[src/shared/ecpm_pkg.sv]
package ecpm_pkg;
    // Register window offsets, relative to the port base
    localparam logic [10:0] ECPM_OFS_FIFO   = 11'h400;
    localparam logic [10:0] ECPM_OFS_CFGB   = 11'h401;
    localparam logic [10:0] ECPM_OFS_ECR    = 11'h402;
    // Extended control register fields
    localparam int ECPM_MODE_HI   = 7;
    localparam int ECPM_MODE_LO   = 5;
    localparam int ECPM_FLT_BIT   = 4;
    localparam int ECPM_DMA_BIT   = 3;
    localparam int ECPM_SVC_BIT   = 2;
    localparam int ECPM_FULL_BIT  = 1;
    localparam int ECPM_EMPTY_BIT = 0;
    // Reset value: standard mode, fault irq off, dma off, service masked
    localparam logic [7:0] ECPM_ECR_RST = 8'h15;
    // Configuration register A constant (one-byte word)
    localparam logic [7:0] ECPM_CFGA_VAL = 8'h10;
    // FIFO geometry
    localparam int ECPM_DEPTH  = 16;
    localparam int ECPM_AW     = 4;
    localparam int ECPM_CW     = 5;
    localparam logic [4:0] ECPM_DEPTH_C = 5'h10;
    // Mode codes
    typedef enum logic [2:0] {
        ECPM_M_STD  = 3'h0,
        ECPM_M_BIDI = 3'h1,
        ECPM_M_FIFO = 3'h2,
        ECPM_M_ECP  = 3'h3,
        ECPM_M_EPP  = 3'h4,
        ECPM_M_RSV  = 3'h5,
        ECPM_M_TEST = 3'h6,
        ECPM_M_CFG  = 3'h7
    } ecpm_mode_type;
endpackage : ecpm_pkg

[src/verilog/ecpm_mem.sv]
`timescale 1ns/1ps
`default_nettype none
// Byte store for the FIFO; read data comes out of a register
module ecpm_mem (
    // Clock
    input  wire logic       ref_clk,
    // Write side
    input  wire logic       wr_en,
    input  wire logic [3:0] wr_addr,
    input  wire logic [7:0] wr_data,
    // Read side
    input  wire logic [3:0] rd_addr,
    output logic      [7:0] rd_data
);
    import ecpm_pkg::*;
    logic [7:0] mem_r [ECPM_DEPTH];   // Storage array

    // Write port and registered read
    always_ff @(posedge ref_clk) begin
        if (wr_en) begin
            mem_r[wr_addr] <= wr_data;
        end
        rd_data <= mem_r[rd_addr];
    end
endmodule : ecpm_mem
`default_nettype wire

[src/verilog/ecpm_fault_edge.sv]
`timescale 1ns/1ps
`default_nettype none
// Fault interrupt: falling edge of fault, or disable cleared while asserted
module ecpm_fault_edge (
    // Clock and reset
    input  wire logic ref_clk,
    input  wire logic rst_n,
    // Controls
    input  wire logic ecp_mode,
    input  wire logic fault_irq_disable_n,
    input  wire logic peripheral_fault_n,
    // Interrupt pulse
    output logic      fault_irq
);
    import ecpm_pkg::*;
    typedef struct packed {
        logic flt_d;    // Previous fault level
        logic dis_d;    // Previous disable bit
        logic irq;      // Registered pulse
    } ecpm_fe_type;
    ecpm_fe_type st_r, st_nxt;

    // Next-state logic
    always_comb begin
        st_nxt       = st_r;
        st_nxt.flt_d = peripheral_fault_n;
        st_nxt.dis_d = fault_irq_disable_n;
        st_nxt.irq   = 1'b0;
        if (ecp_mode && !fault_irq_disable_n) begin
            // Falling edge of fault
            if (st_r.flt_d && !peripheral_fault_n) begin
                st_nxt.irq = 1'b1;
            end
            // Enable opened while fault already low
            if (st_r.dis_d && !peripheral_fault_n) begin
                st_nxt.irq = 1'b1;
            end
        end
    end

    // State register
    always_ff @(posedge ref_clk or negedge rst_n) begin
        if (!rst_n) begin
            st_r <= '{flt_d: 1'b1, dis_d: 1'b1, irq: 1'b0};
        end else begin
            st_r <= st_nxt;
        end
    end

    assign fault_irq = st_r.irq;
endmodule : ecpm_fault_edge
`default_nettype wire

[src/verilog/ecpm_ctrl.sv]
// Overview of operation
// - Three-bit mode field selects operating mode
// - Fault falling edge interrupts unless disabled, ECP
// - Enabling with fault asserted raises interrupt
// - DMA enable allows DMA once service cleared
// - Service bit set masks DMA and service interrupts
// - Hardware sets service bit; software write one silent
// - DMA terminal count sets service bit
// - Free or queued bytes at or over threshold set service
// - Full flag when no free position
// - Empty flag when no byte queued
// - Standard mode resets FIFO, open-drain controls
// - Bidirectional mode direction tristates data lines
// - FIFO mode sends bytes by standard handshake
// - ECP mode shares FIFO; reverse fills it
// - Code 100 EPP only if enabled; 101 reserved
// - Test mode FIFO read/write, never transmitted
// - Configuration mode maps config registers at FIFO
// - Config B 5:3 reads encoded IRQ
// - Config B 2:0 reads DMA channel
// - Entering ECP or FIFO mode starts transfer
// - Leaving reverse ECP drops auto linefeed, discards
// - Clearing service with condition true interrupts now
// - Service threshold is setting plus one
`timescale 1ns/1ps
`default_nettype none
module ecpm_ctrl (
    // Clock and reset
    input  wire logic       ref_clk,
    input  wire logic       rst_n,
    // Register port (documented offsets, one access a cycle)
    input  wire logic [10:0] reg_addr,
    input  wire logic        reg_wr,
    input  wire logic        reg_rd,
    input  wire logic [7:0]  reg_wdata,
    output logic      [7:0]  reg_rdata,
    // Control register inputs from the rest of the port
    input  wire logic        direction,
    input  wire logic [7:0]  data_reg,
    input  wire logic [7:0]  data_lines_in,
    // Configuration inputs
    input  wire logic [3:0]  fifo_level_setting,
    input  wire logic [3:0]  irq_select,
    input  wire logic [2:0]  dma_select,
    input  wire logic        epp_option_config,
    // DMA
    input  wire logic        dma_tc,
    output logic             dma_req,
    // Link-side FIFO access (handshake engine)
    input  wire logic        link_push,
    input  wire logic [7:0]  link_wdata,
    input  wire logic        link_pop,
    output logic      [7:0]  link_rdata,
    input  wire logic        reverse_busy,
    // Peripheral fault
    input  wire logic        peripheral_fault_n,
    // Mode outputs
    output logic             xfer_fwd_std,
    output logic             xfer_fwd_ecp,
    output logic             xfer_rev_ecp,
    output logic             epp_active,
    output logic             ctrl_open_drain,
    output logic             data_oe,
    output logic             data_read_live,
    output logic             auto_linefeed_force_off,
    // Interrupt pulses
    output logic             service_irq,
    output logic             fault_irq
);
    import ecpm_pkg::*;

    // All state of this module
    typedef struct packed {
        logic [2:0] mode;     // Mode field
        logic       flt_dis;  // Fault irq disable
        logic       dma_en;   // DMA allow
        logic       svc;      // Service request mask
        logic [3:0] wp;       // Write pointer
        logic [3:0] rp;       // Read pointer
        logic [4:0] cnt;      // Occupancy
        logic [7:0] rdata;    // Read data hold
        logic       irq;      // Service pulse
        logic       rd_mem;   // Read took from the store
        logic       rev_d;    // Previous reverse ECP flag
    } ecpm_st_type;
    ecpm_st_type st_r, st_nxt;

    // Encode IRQ number into readback code
    function automatic logic [2:0] irq_code(input logic [3:0] n);
        case (n)
            4'hf:    irq_code = 3'h6;
            4'he:    irq_code = 3'h5;
            4'hb:    irq_code = 3'h4;
            4'ha:    irq_code = 3'h3;
            4'h9:    irq_code = 3'h2;
            4'h7:    irq_code = 3'h1;
            4'h5:    irq_code = 3'h7;
            default: irq_code = 3'h0;
        endcase
    endfunction : irq_code

    // Decode mode field into the FIFO-using modes
    function automatic logic uses_fifo(input logic [2:0] m);
        uses_fifo = (m == ECPM_M_FIFO) || (m == ECPM_M_ECP) || (m == ECPM_M_TEST);
    endfunction : uses_fifo

    logic [7:0] mem_q;        // Store read data
    logic       mem_we;       // Store write strobe
    logic       push;         // Accepted push
    logic       pop;          // Accepted pop
    logic       host_fifo_wr; // Host write at FIFO offset
    logic       host_fifo_rd; // Host read at FIFO offset
    logic       full;         // Full flag
    logic       empty;        // Empty flag
    logic [4:0] thr;          // Service threshold
    logic       cond;         // Armed service condition
    logic [7:0] ecr_rd;       // Extended control readback
    logic       mode_ecp;     // Current mode is ECP

    // Store instance
    ecpm_mem u_mem (
        .ref_clk (ref_clk),
        .wr_en   (mem_we),
        .wr_addr (st_r.wp),
        .wr_data (host_fifo_wr ? reg_wdata : link_wdata),
        .rd_addr (st_r.rp),
        .rd_data (mem_q)
    );

    assign mode_ecp = (st_r.mode == ECPM_M_ECP);

    // Fault edge detector
    ecpm_fault_edge u_fault (
        .ref_clk             (ref_clk),
        .rst_n               (rst_n),
        .ecp_mode            (mode_ecp),
        .fault_irq_disable_n (st_r.flt_dis),
        .peripheral_fault_n  (peripheral_fault_n),
        .fault_irq           (fault_irq)
    );

    // FIFO flags and threshold
    always_comb begin
        full  = (st_r.cnt == ECPM_DEPTH_C);
        empty = (st_r.cnt == 5'h00);
        thr   = {1'b0, fifo_level_setting} + 5'h01;
        host_fifo_wr = reg_wr && (reg_addr == ECPM_OFS_FIFO) && uses_fifo(st_r.mode);
        host_fifo_rd = reg_rd && (reg_addr == ECPM_OFS_FIFO) && uses_fifo(st_r.mode);
        push = 1'b0;
        pop  = 1'b0;
        // Test mode: host pushes and pops only, nothing goes out
        if (st_r.mode == ECPM_M_TEST) begin
            push = host_fifo_wr && !full;
            pop  = host_fifo_rd && !empty;
        end else if (st_r.mode == ECPM_M_FIFO) begin
            push = host_fifo_wr && !full;
            pop  = link_pop && !empty;
        end else if (mode_ecp && !direction) begin
            push = host_fifo_wr && !full;
            pop  = link_pop && !empty;
        end else if (mode_ecp && direction) begin
            push = link_push && !full;
            pop  = host_fifo_rd && !empty;
        end
        mem_we = push;
        // Armed condition, exactly one case at a time
        if (st_r.dma_en) begin
            cond = dma_tc;
        end else if (!direction) begin
            cond = (ECPM_DEPTH_C - st_r.cnt) >= thr;
        end else begin
            cond = st_r.cnt >= thr;
        end
    end

    // Next-state logic
    always_comb begin
        st_nxt     = st_r;
        st_nxt.irq = 1'b0;
        st_nxt.rd_mem = pop && host_fifo_rd;
        st_nxt.rev_d  = mode_ecp && direction;
        // Pointers and count move together with the flags
        if (push) begin
            st_nxt.wp = st_r.wp + 4'h1;
        end
        if (pop) begin
            st_nxt.rp = st_r.rp + 4'h1;
        end
        st_nxt.cnt = st_r.cnt + {4'h0, push} - {4'h0, pop};
        // Register writes to the extended control register
        if (reg_wr && reg_addr == ECPM_OFS_ECR) begin
            st_nxt.mode    = reg_wdata[ECPM_MODE_HI:ECPM_MODE_LO];
            st_nxt.flt_dis = reg_wdata[ECPM_FLT_BIT];
            st_nxt.dma_en  = reg_wdata[ECPM_DMA_BIT];
            st_nxt.svc     = reg_wdata[ECPM_SVC_BIT];
        end
        // Service request: armed only while mask is clear
        if (!st_r.svc && cond) begin
            st_nxt.irq = 1'b1;
            st_nxt.svc = 1'b1;
        end
        // Clearing the mask while the condition holds fires at once
        if (st_r.svc && reg_wr && reg_addr == ECPM_OFS_ECR
            && !reg_wdata[ECPM_SVC_BIT] && cond) begin
            st_nxt.irq = 1'b1;
            st_nxt.svc = 1'b1;
        end
        // Standard mode holds the FIFO in reset; leaving reverse ECP drops extras
        if (st_nxt.mode == ECPM_M_STD || (st_r.rev_d && !(mode_ecp && direction))) begin
            st_nxt.wp  = 4'h0;
            st_nxt.rp  = 4'h0;
            st_nxt.cnt = 5'h00;
        end
        // Read data hold for the last popped byte (re-read on underrun)
        if (st_r.rd_mem) begin
            st_nxt.rdata = mem_q;
        end
    end

    // State register
    always_ff @(posedge ref_clk or negedge rst_n) begin
        if (!rst_n) begin
            st_r <= '{mode: ECPM_ECR_RST[ECPM_MODE_HI:ECPM_MODE_LO],
                      flt_dis: ECPM_ECR_RST[ECPM_FLT_BIT],
                      dma_en: ECPM_ECR_RST[ECPM_DMA_BIT],
                      svc: ECPM_ECR_RST[ECPM_SVC_BIT],
                      wp: 4'h0, rp: 4'h0, cnt: 5'h00, rdata: 8'h00,
                      irq: 1'b0, rd_mem: 1'b0, rev_d: 1'b0};
        end else begin
            st_r <= st_nxt;
        end
    end

    // Register readback
    always_comb begin
        ecr_rd = {st_r.mode, st_r.flt_dis, st_r.dma_en, st_r.svc, full, empty};
        reg_rdata = 8'h00;
        case (reg_addr)
            ECPM_OFS_FIFO: begin
                if (st_r.mode == ECPM_M_CFG) begin
                    reg_rdata = ECPM_CFGA_VAL;
                end else if (st_r.rd_mem) begin
                    reg_rdata = mem_q;
                end else begin
                    reg_rdata = st_r.rdata;
                end
            end
            ECPM_OFS_CFGB: begin
                if (st_r.mode == ECPM_M_CFG) begin
                    reg_rdata = {2'b00, irq_code(irq_select),
                                 (dma_select <= 3'h3) ? dma_select : 3'h0};
                end
            end
            ECPM_OFS_ECR: begin
                reg_rdata = ecr_rd;
            end
            default: begin
                reg_rdata = 8'h00;
            end
        endcase
    end

    // Mode-derived outputs
    always_comb begin
        xfer_fwd_std = (st_r.mode == ECPM_M_FIFO);
        xfer_fwd_ecp = mode_ecp && !direction;
        xfer_rev_ecp = mode_ecp && direction && !full;
        epp_active   = (st_r.mode == ECPM_M_EPP) && epp_option_config;
        ctrl_open_drain = (st_r.mode == ECPM_M_STD);
        // Every mode but standard and FIFO lets direction float the lines
        data_oe = !(direction && st_r.mode != ECPM_M_STD
                    && st_r.mode != ECPM_M_FIFO);
        data_read_live = (st_r.mode != ECPM_M_STD);
        auto_linefeed_force_off = st_r.rev_d && !(mode_ecp && direction) && reverse_busy;
        dma_req = st_r.dma_en && !st_r.svc && !full && !direction
                  && uses_fifo(st_r.mode);
        service_irq = st_r.irq;
        link_rdata  = mem_q;
    end

    // Data register value is read by the outer data-port logic
    logic unused_ok;
    assign unused_ok = ^{data_reg, data_lines_in};
endmodule : ecpm_ctrl
`default_nettype wire

[config.mk]
export PLATFORM = sky130hd
export DESIGN_NAME = ecpm_ctrl
export DESIGN_NICKNAME = d
export VERILOG_FILES = /design/src/shared/ecpm_pkg.sv /design/src/verilog/ecpm_mem.sv /design/src/verilog/ecpm_fault_edge.sv /design/src/verilog/ecpm_ctrl.sv
export SDC_FILE = /design/constraint.sdc
export NUM_CORES = 1
export LEC_CHECK = 0
export BUFFER_PORTS_ARGS = -buffer_cell sky130_fd_sc_hd__buf_2
export CORE_UTILIZATION = 40
export DETAILED_ROUTE_END_ITERATION = 16
export SLEW_MARGIN = 30
export SYNTH_ARGS = -nofsm -noshare
export SYNTH_HDL_FRONTEND = slang
export SYNTH_SLANG_ARGS = --single-unit
[constraint.sdc]
create_clock -name ref_clk -period 5.65 [get_ports ref_clk]
set_input_delay 1.13 -clock ref_clk [delete_from_list [all_inputs] [get_ports ref_clk]]
set_output_delay 1.13 -clock ref_clk [all_outputs]
set_load 0.05 [all_outputs]
==> results of run 1 <==
[stage by stage]
stage	instance area (sq um)	util, %
5_1_grt	8847	47.14
3_3_place_gp	8208	43.73
4_1_cts	8847	47.14
3_5_place_dp	8208	43.73
2_1_floorplan	7669	-
6_report	8847	47.14
[final timing paths]
check | from | end | depth (start not counted)
worst max-delay path | reg_addr[6] | reg_rdata[3] | 7
worst min-delay path | ecr_rd[4] | u_fault.st_r[1] | 0
worst max register to register | st_r[12] | st_r[15] | 16
worst min register to register | ecr_rd[4] | u_fault.st_r[1] | 0
max in group asynchronous | rst_n | st_r[16] | 1
min in group asynchronous | rst_n | service_irq | 1
[final cells by class]
class / instances / area, sq um
fill: 1599 / 9921
clock buffer: 18 / 429.2
tap: 234 / 292.8
multi-input combinational: 286 / 2595
clock inverter: 14 / 210.2
timing repair buffer: 77 / 390.4
inverter: 25 / 93.84
sequential: 169 / 4836
[cell usage in the layout, fill, tap and decap left out, types with 7 or more instances in the layout]
| cell | synthesis | routed |
|---|---|---|
| sky130_fd_sc_hd__a21o_1 | 11 | 11 |
| sky130_fd_sc_hd__a21oi_1 | 14 | 14 |
| sky130_fd_sc_hd__a221o_1 | 8 | 8 |
| sky130_fd_sc_hd__buf_2 | 3 | 75 |
| sky130_fd_sc_hd__clkbuf_16 | 0 | 17 |
| sky130_fd_sc_hd__dfrtp_1 | 29 | 28 |
| sky130_fd_sc_hd__dfxtp_1 | 8 | 8 |
| sky130_fd_sc_hd__edfxtp_1 | 128 | 128 |
| sky130_fd_sc_hd__ha_1 | 25 | 25 |
| sky130_fd_sc_hd__inv_1 | 25 | 25 |
| sky130_fd_sc_hd__mux2_2 | 37 | 37 |
| sky130_fd_sc_hd__mux4_2 | 24 | 24 |
| sky130_fd_sc_hd__nand2_1 | 10 | 10 |
| sky130_fd_sc_hd__nand3_1 | 13 | 13 |
| sky130_fd_sc_hd__nor2_1 | 29 | 29 |
| sky130_fd_sc_hd__nor2b_1 | 11 | 11 |
| sky130_fd_sc_hd__o21ai_0 | 14 | 14 |
| sky130_fd_sc_hd__o22ai_1 | 7 | 7 |
[Yosys cell counts (4+ instances only)]
| library cell | number |
|---|---|
| sky130_fd_sc_hd__mux4_2 | 24 |
| sky130_fd_sc_hd__and4b_1 | 4 |
| sky130_fd_sc_hd__ha_1 | 25 |
| sky130_fd_sc_hd__clkbuf_1 | 11 |
| sky130_fd_sc_hd__nor2_1 | 29 |
| sky130_fd_sc_hd__and3_1 | 6 |
| sky130_fd_sc_hd__nand3b_1 | 4 |
| sky130_fd_sc_hd__or3_1 | 6 |
| sky130_fd_sc_hd__dfxtp_1 | 8 |
| sky130_fd_sc_hd__nand2b_1 | 6 |
| sky130_fd_sc_hd__edfxtp_1 | 128 |
| sky130_fd_sc_hd__dfstp_2 | 4 |
| sky130_fd_sc_hd__nand2_1 | 10 |
| sky130_fd_sc_hd__a21o_1 | 11 |
| sky130_fd_sc_hd__a22oi_1 | 4 |
| sky130_fd_sc_hd__dfrtp_1 | 29 |
| sky130_fd_sc_hd__o22ai_1 | 7 |
| sky130_fd_sc_hd__clkbuf_8 | 4 |
| sky130_fd_sc_hd__xnor2_1 | 4 |
| sky130_fd_sc_hd__a21oi_1 | 14 |
| sky130_fd_sc_hd__inv_1 | 25 |
| sky130_fd_sc_hd__a221o_1 | 8 |
| sky130_fd_sc_hd__mux2_2 | 37 |
| sky130_fd_sc_hd__xor2_1 | 4 |
| sky130_fd_sc_hd__nand3_1 | 13 |
| sky130_fd_sc_hd__and3b_1 | 5 |
| sky130_fd_sc_hd__nor2b_1 | 11 |
| sky130_fd_sc_hd__nor3_1 | 4 |
| sky130_fd_sc_hd__o21ai_0 | 14 |
[layer usage]
| metal | vias to the layer above | share of wire [%] | global-route usage, % | routed length, um |
|---|---|---|---|---|
| met5 | - | 0 | 0 | 0 |
| met1 | 2279 | 43 | 23.71 | 7356 |
| met4 | 0 | 2.5 | 7.609 | 429 |
| met3 | 22 | 6.5 | 5.128 | 1121 |
| met2 | 163 | 48 | 29.71 | 8233 |
| li1 | 2087 | - | - | - |
[power groups by stage]
stage,sequential [mW],combinational [mW],clock [mW]
final,1.34,0.0685,1.25
after CTS,1.34,0.0691,1.27
after floorplan,1.36,0.0291,0
after detailed placement,1.36,0.0688,0
after global placement,1.36,0.0655,0
after global routing,1.34,0.0765,1.33
[flip-flops by register name, summed over array words and instances, names as in the netlist]
signal             cells
u_mem.mem_r          128
st_r                  23
u_mem.rd_data          8
ecr_rd                 6
u_fault.st_r           2
service_irq            1
u_fault.fault_irq      1
[cell families after synthesis]
| logic type | after synthesis | synth area share [%] |
|---|---|---|
| fa+ha+maj | 26 | 4.340 |
| mux | 64 | 12.87 |
| xor+xnor | 8 | 0.9136 |
| simple gates | 116 | 9.235 |
| flops | 169 | 63.04 |
| compound gates | 72 | 6.478 |
| buf+inv | 46 | 3.116 |
==> impl_results.md, run 1 <==
- Dominant cells by area after synthesis: sky130_fd_sc_hd__edfxtp_1, sky130_fd_sc_hd__dfrtp_1, sky130_fd_sc_hd__mux4_2, sky130_fd_sc_hd__mux2_2, sky130_fd_sc_hd__ha_1
- Total power density per cell area: 300.5 mW/mm^2
- Floorplan die area: 0.01973 sq mm
- Final estimated routing congestion in global placement: 0.8607
- Flop pwr share: 50.3%
- Outcome: completed
- Top Ports: 92
- Residual DRC count: 0
- Required time at the worst-slack endpoint: 4.52 ns
- Data arrival at the endpoint of the critical path: 3.07 ns
- Net Sw Frac: 20.47%
- Slew at the pin closest to its max-slew limit: 0.9158 ns
- Via count: 4,551
- Number of buffer and inverter stages on the critical path: 2
- Leak: 3.314 nW
- Number of diodes added for antenna fixing: 0
- Total power: 2.658 mW
- Die width: 140.5 um
- Internal power: 2.114 mW
- First-pass GRT wire length: 26.45 mm
- Net switching power of the design: 0.5441 mW
- CTS Hold Bufs: 0
- H-tree levels: 4
- Area fraction of the dominant cell type after synthesis: 50.12%
- Type of element launching the critical path: input port
- Library cell used as clock root buffer: sky130_fd_sc_hd__clkbuf_16
- Final Cycle Share: 74.28%
- Proportion of power drawn by the clock network: 47.1%
- Number of failing hold endpoints at the final stage: 0
- Total of buffers placed on input and output ports: 75
- Post-synthesis cell type with the largest combined area: sky130_fd_sc_hd__edfxtp_1
- Top Family by Delay on Critical Path: simple AND/OR/NAND/NOR gates
- DIE HEIGHT: 140.5 um
- Headroom to the max-slew limit: 38.68%
- Fraction of final layout cells sized beyond drive strength 1: 30.73%
- Maximum number of pins on one net before global-route repair: 34
- Total number of clock tree sinks: 169
- Post-CTS setup buffer count: 0
- Quantity of gates resized following cts: 0
- Comb power frac: 2.6%
- Largest voltage drop on the vdd net: 0.2762 mV
- Final hold slack: 0.3988 ns
- Total Routed Length: 17.14 mm
- Number of nets produced by synthesis: 592
- Number of antenna violations at the first check in global routing: 0
- Final TNS setup: 0 ns
- Fmax: 238.3 MHz
- Setup violations, final: 0
- Type of the tightest min-delay check: flip-flop to flip-flop
- Max-cap violation count: 0
- Yosys warning total: 0
- Core box area: 0.01877 sq mm
- Final max-slew violation count: 0
- Number of clock buffers inserted by TritonCTS: 17
- FF-to-FF setup slack: 2.10 ns
- Routed len/inst: 20.83 um
- Placed Instances: 791
- Per-instance average area after synthesis: 15.31 sq um
- Clock input transition at the sequential cells of the worst setup and hold paths: 0.07 ns
- Syn Std Cell Area: 0.007669 sq mm
- Largest clock skew in the final design: 0.01723 ns
- Total global routing track utilization: 18.50%
- Most used flip-flop cell after synthesis: sky130_fd_sc_hd__edfxtp_1
- Area added between synthesis and finish: 15.37%
- Pre-CTS worst setup slack: 1.331 ns
- Initial DRT Pass Iterations: 7
- Number of rows in the core area: 50
- Master of the slowest instance on the critical path: sky130_fd_sc_hd__nor3_1
- Highest cell delay on the worst timing path: 0.64 ns
- Final std cells w/o fill: 823
- Part of the Yosys area used for sequential elements: 63.04%
- Buffers from clock root to sink, at most: 2
- Clock latency on the worst-skew pair: 0.44 ns
- Cell chain of the critical path: buf_2, nor4b_4, nand4b_4, nor3_1, a22oi_1, o21ai_0, buf_2
- Startpoint-to-endpoint class of the critical path: input port to output pin
- Element type at the critical path end: output pin
- Global route total overflow: 0
- Final net count: 667
- Via count of the first global-routing pass: 4,702
- Count of flip-flops with a built-in enable after synthesis: 128
- First-iteration detailed-routing DRC count: 367
- Critical path fanouts, max: 8
- Clock tree from TritonCTS: done
- Number of routed nets with antenna violations: 0
- Flop and latch count out of synthesis: 169
- Post-route minimum period: 4.197 ns
- Per-cell via count in the routed design: 5.530
- Unrepaired setup endpoints after global routing: no
- Fin worst setup slack: 1.453 ns
- Cell with the most instances on the worst path: sky130_fd_sc_hd__buf_2
- Count of mapped cells out of synthesis: 501
- Number of distinct library cells after synthesis: 56
- Estimated wirelength of the detail-placed design: 11.82 mm
- Initial Util: 40.86%
- Async SR Flop Fraction: 19.53%
Note: power is estimated with default switching activity, not from simulation.
==> inputs of run 2 (changes only) <==
clock period = 3.51 ns   (was 5.65 ns; I/O delays follow)
==> run 2 against run 1 <==
Effect of this change: highest routed layer unchanged; non-clock buffer count is 22 higher; largest cell class unchanged; die area unchanged; critical path type is now flip-flop to flip-flop; first-iteration DRC count decreased by 6.8%; final area rose by 1.7%; largest power group unchanged; flip-flop and latch count is the same.
==> impl_results.md, run 2 (synthesis results as in run 1) <==
- Outcome: completed
- Type of the tightest min-delay check: input port to async pin
- Leak: 3.424 nW (+3.3%)
- Data arrival at the endpoint of the critical path: 3.62 ns (+0.55 ns)
- Fmax: 306.4 MHz
- Flop pwr share: 50.9% (+0.6 points)
- Setup violations, final: 0 (unchanged)
- Final max-slew violation count: 0 (unchanged)
- Routed len/inst: 20.48 um (-1.7%)
- Final net count: 689 (+3.3%)
- Estimated wirelength of the detail-placed design: 11.92 mm (+0.85%)
- Initial Util: 40.86% (unchanged)
- Required time at the worst-slack endpoint: 3.87 ns (-0.65 ns)
- Cell chain of the critical path: inv_2, ha_1, and2_1, ha_2, nor4bb_1, a21oi_1, o31a_1, inv_1, ha_1, inv_1, ha_1, fa_1, a21oi_1, nor2_1, or3_1, a21oi_1
- Most common library cell in the layout ignoring fill and taps: sky130_fd_sc_hd__edfxtp_1
- Via count: 4,599 (+1.1%)
- Top Family by Delay on Critical Path: adder cells
- Flip-flop count of the largest register, all copies and words added: 128 (unchanged)
- Area added between synthesis and finish: 17.38%
- Critical path fanouts, max: 4 (-4)
- Number of routed nets with antenna violations: 0 (unchanged)
- Total of fill cells in the finished design: 1,642 (+2.7%)
- Number of diodes added for antenna fixing: 0 (unchanged)
- Element type at the critical path end: flip-flop
- Final std cells w/o fill: 845 (+2.7%)
- Total global routing track utilization: 18.66% (+0.16 points)
- Residual DRC count: 0 (unchanged)
- Internal power: 3.388 mW (+60%)
- Net switching power of the design: 0.8461 mW (+55%)
- Clock input transition at the sequential cells of the worst setup and hold paths: 0.07 ns (about the same)
- Max-cap violation count: 0 (unchanged)
- Placed Instances: 811 (+2.5%)
- Headroom to the max-slew limit: 49.24% (+11 points)
- Post-route minimum period: 3.264 ns
- Final TNS setup: 0 ns (unchanged)
- Final Cycle Share: 92.99%
- Number of clock buffers inserted by TritonCTS: 17 (unchanged)
- Die width: 140.5 um (unchanged)
- Core box area: 0.01877 sq mm (unchanged)
- First-iteration detailed-routing DRC count: 342 (-6.8%)
- Number of failing hold endpoints at the final stage: 0 (unchanged)
- Largest voltage drop on the vdd net: 0.4104 mV (+49%)
- DIE HEIGHT: 140.5 um (unchanged)
- Top Ports: 92 (unchanged)
- Fraction of final layout cells sized beyond drive strength 1: 33.72% (+3.0 points)
- Comb power frac: 2.6% (about the same)
- Slew at the pin closest to its max-slew limit: 0.7614 ns (-0.1544 ns)
- Number of buffer and inverter stages on the critical path: 3 (+1)
- Clock tree from TritonCTS: done
- Final hold slack: 0.3388 ns (-0.06000 ns)
- Fin area: 0.009001 sq mm (+1.7%)
- First-pass GRT wire length: 26.92 mm (+1.8%)
- Total number of clock tree sinks: 169 (unchanged)
- Total Routed Length: 17.31 mm (+0.97%)
- Unrepaired setup endpoints after global routing: no
- Global route total overflow: 0 (unchanged)
- Number of rows in the core area: 50 (unchanged)
- Master of the slowest instance on the critical path: sky130_fd_sc_hd__fa_1
- Number of antenna violations at the first check in global routing: 0 (unchanged)
- Clock latency on the worst-skew pair: 0.44 ns (about the same)
- Proportion of power drawn by the clock network: 46.5% (-0.6 points)
- Register with the highest flop count: u_mem.mem_r
- Total power density per cell area: 470.4 mW/mm^2 (+57%)
- Per-cell via count in the routed design: 5.443 (-1.6%)
- Largest clock skew in the final design: 0.01214 ns (-0.005099 ns)
- Net Sw Frac: 19.98% (-0.49 points)
- H-tree levels: 4 (unchanged)
- Total of buffers placed on input and output ports: 75 (unchanged)
- Startpoint-to-endpoint class of the critical path: flip-flop to flip-flop
- Most frequent cells in the layout: sky130_fd_sc_hd__edfxtp_1, sky130_fd_sc_hd__buf_2, sky130_fd_sc_hd__mux2_2
- Library cell used as clock root buffer: sky130_fd_sc_hd__clkbuf_16
- Floorplan die area: 0.01973 sq mm (unchanged)
- Initial DRT Pass Iterations: 5 (-2)
- Final estimated routing congestion in global placement: 0.8463 (-1.7%)
- Buffers from clock root to sink, at most: 2 (unchanged)
- Maximum number of pins on one net before global-route repair: 34 (unchanged)
- Type of element launching the critical path: flip-flop
- Top flop regs: u_mem.mem_r: 128 flops, st_r: 23 flops, u_mem.rd_data: 8 flops
- Via count of the first global-routing pass: 4,706 (+0.085%)
- Dpl cell area: 0.008358 sq mm (+1.8%)
- Highest cell delay on the worst timing path: 0.41 ns (-0.23 ns)
run 2: cell types whose count changed in the layout (fill, tap and decap cells not counted), moves of 2 or more:
cell | before | now
sky130_fd_sc_hd__buf_4 | 2 | 24
sky130_fd_sc_hd__clkinv_2 | 0 | 3
sky130_fd_sc_hd__clkinv_1 | 0 | 2
sky130_fd_sc_hd__clkinvlp_4 | 2 | 0
sky130_fd_sc_hd__dfrtp_1 | 28 | 26
sky130_fd_sc_hd__dfrtp_2 | 1 | 3
sky130_fd_sc_hd__inv_6 | 4 | 2
run 2: layer usage:
| metal | track usage, % | part of all wire [%] |
|---|---|---|
| met3 | 4.274 | 5.0 |
| met4 | 5.149 | 0.99 |
| met1 | 25.18 | 46 |
| met2 | 30.34 | 48 |
| met5 | 0 | 0 |
run 2: path summary, 6_finish.rpt:
check | startpoint | end | slack, ns | depth (start not counted)
max | st_r[12] | st_r[15] | 0.25 | 16
min | rst_n | service_irq | 0.34 | 1
max reg2reg | st_r[12] | st_r[15] | 0.25 | 16
min reg2reg | ecr_rd[4] | u_fault.st_r[1] | 0.39 | 0
max in group asynchronous | rst_n | st_r[13] | 2.63 | 1
min in group ref_clk | ecr_rd[4] | u_fault.st_r[1] | 0.39 | 0
run 2: final cells by class:
type	count	area, sq um	share of cell area (%)
multi-input cells	286	2597	28.86
clock inverters	15	197.7	2.196
flip-flops and latches	169	4838	53.75
clock buffers	17	425.4	4.726
repair buffers	99	555.5	6.172
well taps	234	292.8	3.253
inverters	25	93.84	1.043
run 2: repair_timing:
action	4_1_cts	5_1_grt
buffers inserted	0	2
setup endpoints to repair	0	1
resized for setup	0	4
endpoints found under the hold margin	0	0
hold buffers	0	0
run 2: stage by stage:
stage / utilization [%] / worst slack (ns) / power, mW
floorplan: - / 0.1057 / 2.242
global placement: 44.53 / 0.1017 / 2.302
detailed placement: 44.53 / 0.09829 / 2.308
CTS: 47.85 / 0.1136 / 4.266
global route: 47.96 / 0.01073 / 4.353
finish: 47.96 / 0.2461 / 4.234
run 2: power by group through the flow:
stage          Sequential (mW)  Clock [mW]  Combinational [mW]
2_1_floorplan             2.20           0              0.0468
3_3_place_gp              2.20           0               0.106
3_5_place_dp              2.20           0               0.112
4_1_cts                   2.15        2.00               0.113
5_1_grt                   2.15        2.08               0.124
6_report                  2.15        1.97               0.112
==> inputs of run 3 (changes only) <==
BUFFER_PORTS_ARGS = -buffer_cell sky130_fd_sc_hd__buf_4   (was -buffer_cell sky130_fd_sc_hd__buf_2)
==> run 3 against run 2 <==
Effect of this change: sequential share of layout area shrank 0.77 points; flip-flop and latch count unchanged; count of clock-buffer cells in the layout is 2 higher; worst setup slack better by 0.029 ns; largest cell class unchanged.
==> impl_results.md, run 3 (synthesis results as in run 1) <==
- Outcome: completed
- Fraction of final layout cells sized beyond drive strength 1: 33.50% (-0.22 points)
- Max-cap violation count: 0 (unchanged)
- Number of clock buffers inserted by TritonCTS: 17 (unchanged)
- Clock input transition at the sequential cells of the worst setup and hold paths: 0.07 ns (about the same)
- Largest voltage drop on the vdd net: 0.3318 mV (-19%)
- Floorplan die area: 0.01973 sq mm (unchanged)
- Fmax: 309.1 MHz (+0.90%)
- Depth of the most critical reg-to-reg path: 16 (unchanged)
- Number of routed nets with antenna violations: 0 (unchanged)
- Total power density per cell area: 442.9 mW/mm^2 (-5.8%)
- Data arrival at the endpoint of the critical path: 3.59 ns (-0.03 ns)
- Buffers from clock root to sink, at most: 2 (unchanged)
- Flop pwr share: 53.3% (+2.4 points)
- Leak: 3.431 nW (+0.18%)
- Unrepaired setup endpoints after global routing: no
- Global route total overflow: 0 (unchanged)
- Via count: 4,600 (+0.022%)
- Most common library cell in the layout ignoring fill and taps: sky130_fd_sc_hd__edfxtp_1
- Number of rows in the core area: 50 (unchanged)
- Per-cell via count in the routed design: 5.457 (+0.26%)
- Net Sw Frac: 20.99% (+1.0 points)
- Area added between synthesis and finish: 19.02%
- Total global routing track utilization: 18.56% (-0.098 points)
- Initial Util: 40.86% (unchanged)
- Final net count: 688 (-0.15%)
- Final TNS setup: 0 ns (unchanged)
- H-tree levels: 4 (unchanged)
- Register with the highest flop count: u_mem.mem_r
- Most frequent cells in the layout: sky130_fd_sc_hd__edfxtp_1, sky130_fd_sc_hd__buf_4, sky130_fd_sc_hd__mux2_2
- Total of fill cells in the finished design: 1,630 (-0.73%)
- Clock tree from TritonCTS: done
- Top Ports: 92 (unchanged)
- Headroom to the max-slew limit: 45.39% (-3.9 points)
- Die width: 140.5 um (unchanged)
- Estimated wirelength of the detail-placed design: 12.11 mm (+1.5%)
- First-pass GRT wire length: 26.70 mm (-0.79%)
- Number of failing hold endpoints at the final stage: 0 (unchanged)
- Library cell used as clock root buffer: sky130_fd_sc_hd__clkbuf_16
- Total of buffers placed on input and output ports: 75 (unchanged)
- Internal power: 3.194 mW (-5.7%)
- Type of the tightest min-delay check: input port to async pin
- Via count of the first global-routing pass: 4,804 (+2.1%)
- Total power: 4.043 mW (-4.5%)
- FF-to-FF setup slack: 0.28 ns (+0.03 ns)
- Final Cycle Share: 92.16% (-0.83 points)
- Startpoint-to-endpoint class of the critical path: flip-flop to flip-flop
- Initial DRT Pass Iterations: 4 (-1)
- Core box area: 0.01877 sq mm (unchanged)
- Largest clock skew in the final design: 0.01025 ns (-0.001889 ns)
- Final max-slew violation count: 0 (unchanged)
- Residual DRC count: 0 (unchanged)
- Total Routed Length: 17.04 mm (-1.5%)
- Comb power frac: 3.1% (+0.5 points)
- Number of diodes added for antenna fixing: 0 (unchanged)
- Maximum number of pins on one net before global-route repair: 34 (unchanged)
- Startpoint of the most critical register-to-register path: st_r[11]
- Total area of multi-input combinational cells: 0.002606 sq mm (+0.34%)
- Top flop regs: u_mem.mem_r: 128 flops, st_r: 23 flops, u_mem.rd_data: 8 flops
- Required time at the worst-slack endpoint: 3.87 ns (about the same)
- First-iteration detailed-routing DRC count: 254 (-26%)
- Slew at the pin closest to its max-slew limit: 0.8192 ns (+0.05777 ns)
- Post-route minimum period: 3.235 ns (-0.02900 ns)
- Net switching power of the design: 0.8485 mW (+0.29%)
- Clock latency on the worst-skew pair: 0.43 ns (about the same)
- Area occupied by registers: 0.004836 sq mm (about the same)
- Number of antenna violations at the first check in global routing: 0 (unchanged)
- Critical path fanouts, max: 3 (-1)
- Type of element launching the critical path: flip-flop
- Final estimated routing congestion in global placement: 0.8700 (+2.8%)
- Flip-flop count of the largest register, all copies and words added: 128 (unchanged)
- Total number of clock tree sinks: 169 (unchanged)
- Proportion of power drawn by the clock network: 43.6% (-2.9 points)
- Element type at the critical path end: flip-flop
- DIE HEIGHT: 140.5 um (unchanged)
- Setup violations, final: 0 (unchanged)
- Routed len/inst: 20.21 um (-1.3%)
- FF-to-FF End: st_r[15]
## run 3: cell count changes in the layout (fill, tap and decap cells not counted), sizes merged
cell	change
buf	-1
bufinv	-3
clkbuf	+2
clkinv	-6
clkinvlp	+3
inv	+3
## run 3: worst max-delay path by stage
stage,from,to,cells past startpoint
6_report,st_r[11],st_r[15],16
3_5_place_dp,reg_addr[6],st_r[15],14
4_1_cts,st_r[12],st_r[15],16
5_1_grt,st_r[11],st_r[15],16
3_3_place_gp,reg_addr[6],st_r[15],14
2_1_floorplan,reg_addr[6],st_r[15],13
## run 3: repair_timing
| item | 4_1_cts | 5_1_grt |
|---|---|---|
| setup buffers | 0 | 2 |
| hold buffers | 0 | 0 |
| endpoints found under the setup margin | 0 | 1 |
| resized for setup | 0 | 4 |
## run 3: power by group through the flow
stage / Clock, mW / Sequential (mW) / Combinational [mW]
2_1_floorplan: 0 / 2.20 / 0.0468
3_3_place_gp: 0 / 2.20 / 0.122
3_5_place_dp: 0 / 2.20 / 0.127
4_1_cts: 1.80 / 2.15 / 0.128
5_1_grt: 1.88 / 2.15 / 0.140
6_report: 1.76 / 2.15 / 0.126
## run 3: layer usage
layer  GRT usage (%)  wire length (um)  vias to the layer above
met5               0                 0                        -
met4           5.092               244                        0
met3           5.162               997                       16
met2           31.16              8300                      152
met1           23.62              7496                     2304
li1                -                 -                     2128
## run 3: layout make-up
cell class	count	area share (%)
clock buffers	19	4.743
well taps	234	3.208
flip-flops and latches	169	52.98
repair buffers	98	8.197
multi-input cells	286	28.55
clock inverters	12	1.289
inverters	25	1.028
## run 3: critical path, stage by stage, from the launching register on
cell,delay (ns)
sky130_fd_sc_hd__dfrtp_1,0.38
sky130_fd_sc_hd__inv_1,0.08
sky130_fd_sc_hd__ha_1,0.22
sky130_fd_sc_hd__and2_1,0.18
sky130_fd_sc_hd__ha_2,0.22
sky130_fd_sc_hd__nor4bb_2,0.28
sky130_fd_sc_hd__a21oi_1,0.06
sky130_fd_sc_hd__o31a_1,0.26
sky130_fd_sc_hd__inv_1,0.07
sky130_fd_sc_hd__ha_1,0.13
sky130_fd_sc_hd__inv_1,0.04
sky130_fd_sc_hd__ha_1,0.20
sky130_fd_sc_hd__fa_2,0.36
sky130_fd_sc_hd__a21oi_1,0.13
sky130_fd_sc_hd__nor2_1,0.07
sky130_fd_sc_hd__or3_1,0.34
sky130_fd_sc_hd__a21oi_1,0.14
## run 3: stage by stage
step | hold slack (ns) | worst slack [ns] | utilization (%) | instance area [sq um] | cells
floorplan | 0.3655 | 0.1057 | - | 7669 | 501
global placement | 0.3805 | 0.09736 | 45.56 | 8551 | 810
detailed placement | 0.3802 | 0.06323 | 45.56 | 8551 | 810
CTS | 0.2134 | 0.08312 | 48.49 | 9101 | 841
global route | 0.2252 | 0.001075 | 48.63 | 9128 | 843
finish | 0.2088 | 0.2751 | 48.63 | 9128 | 843
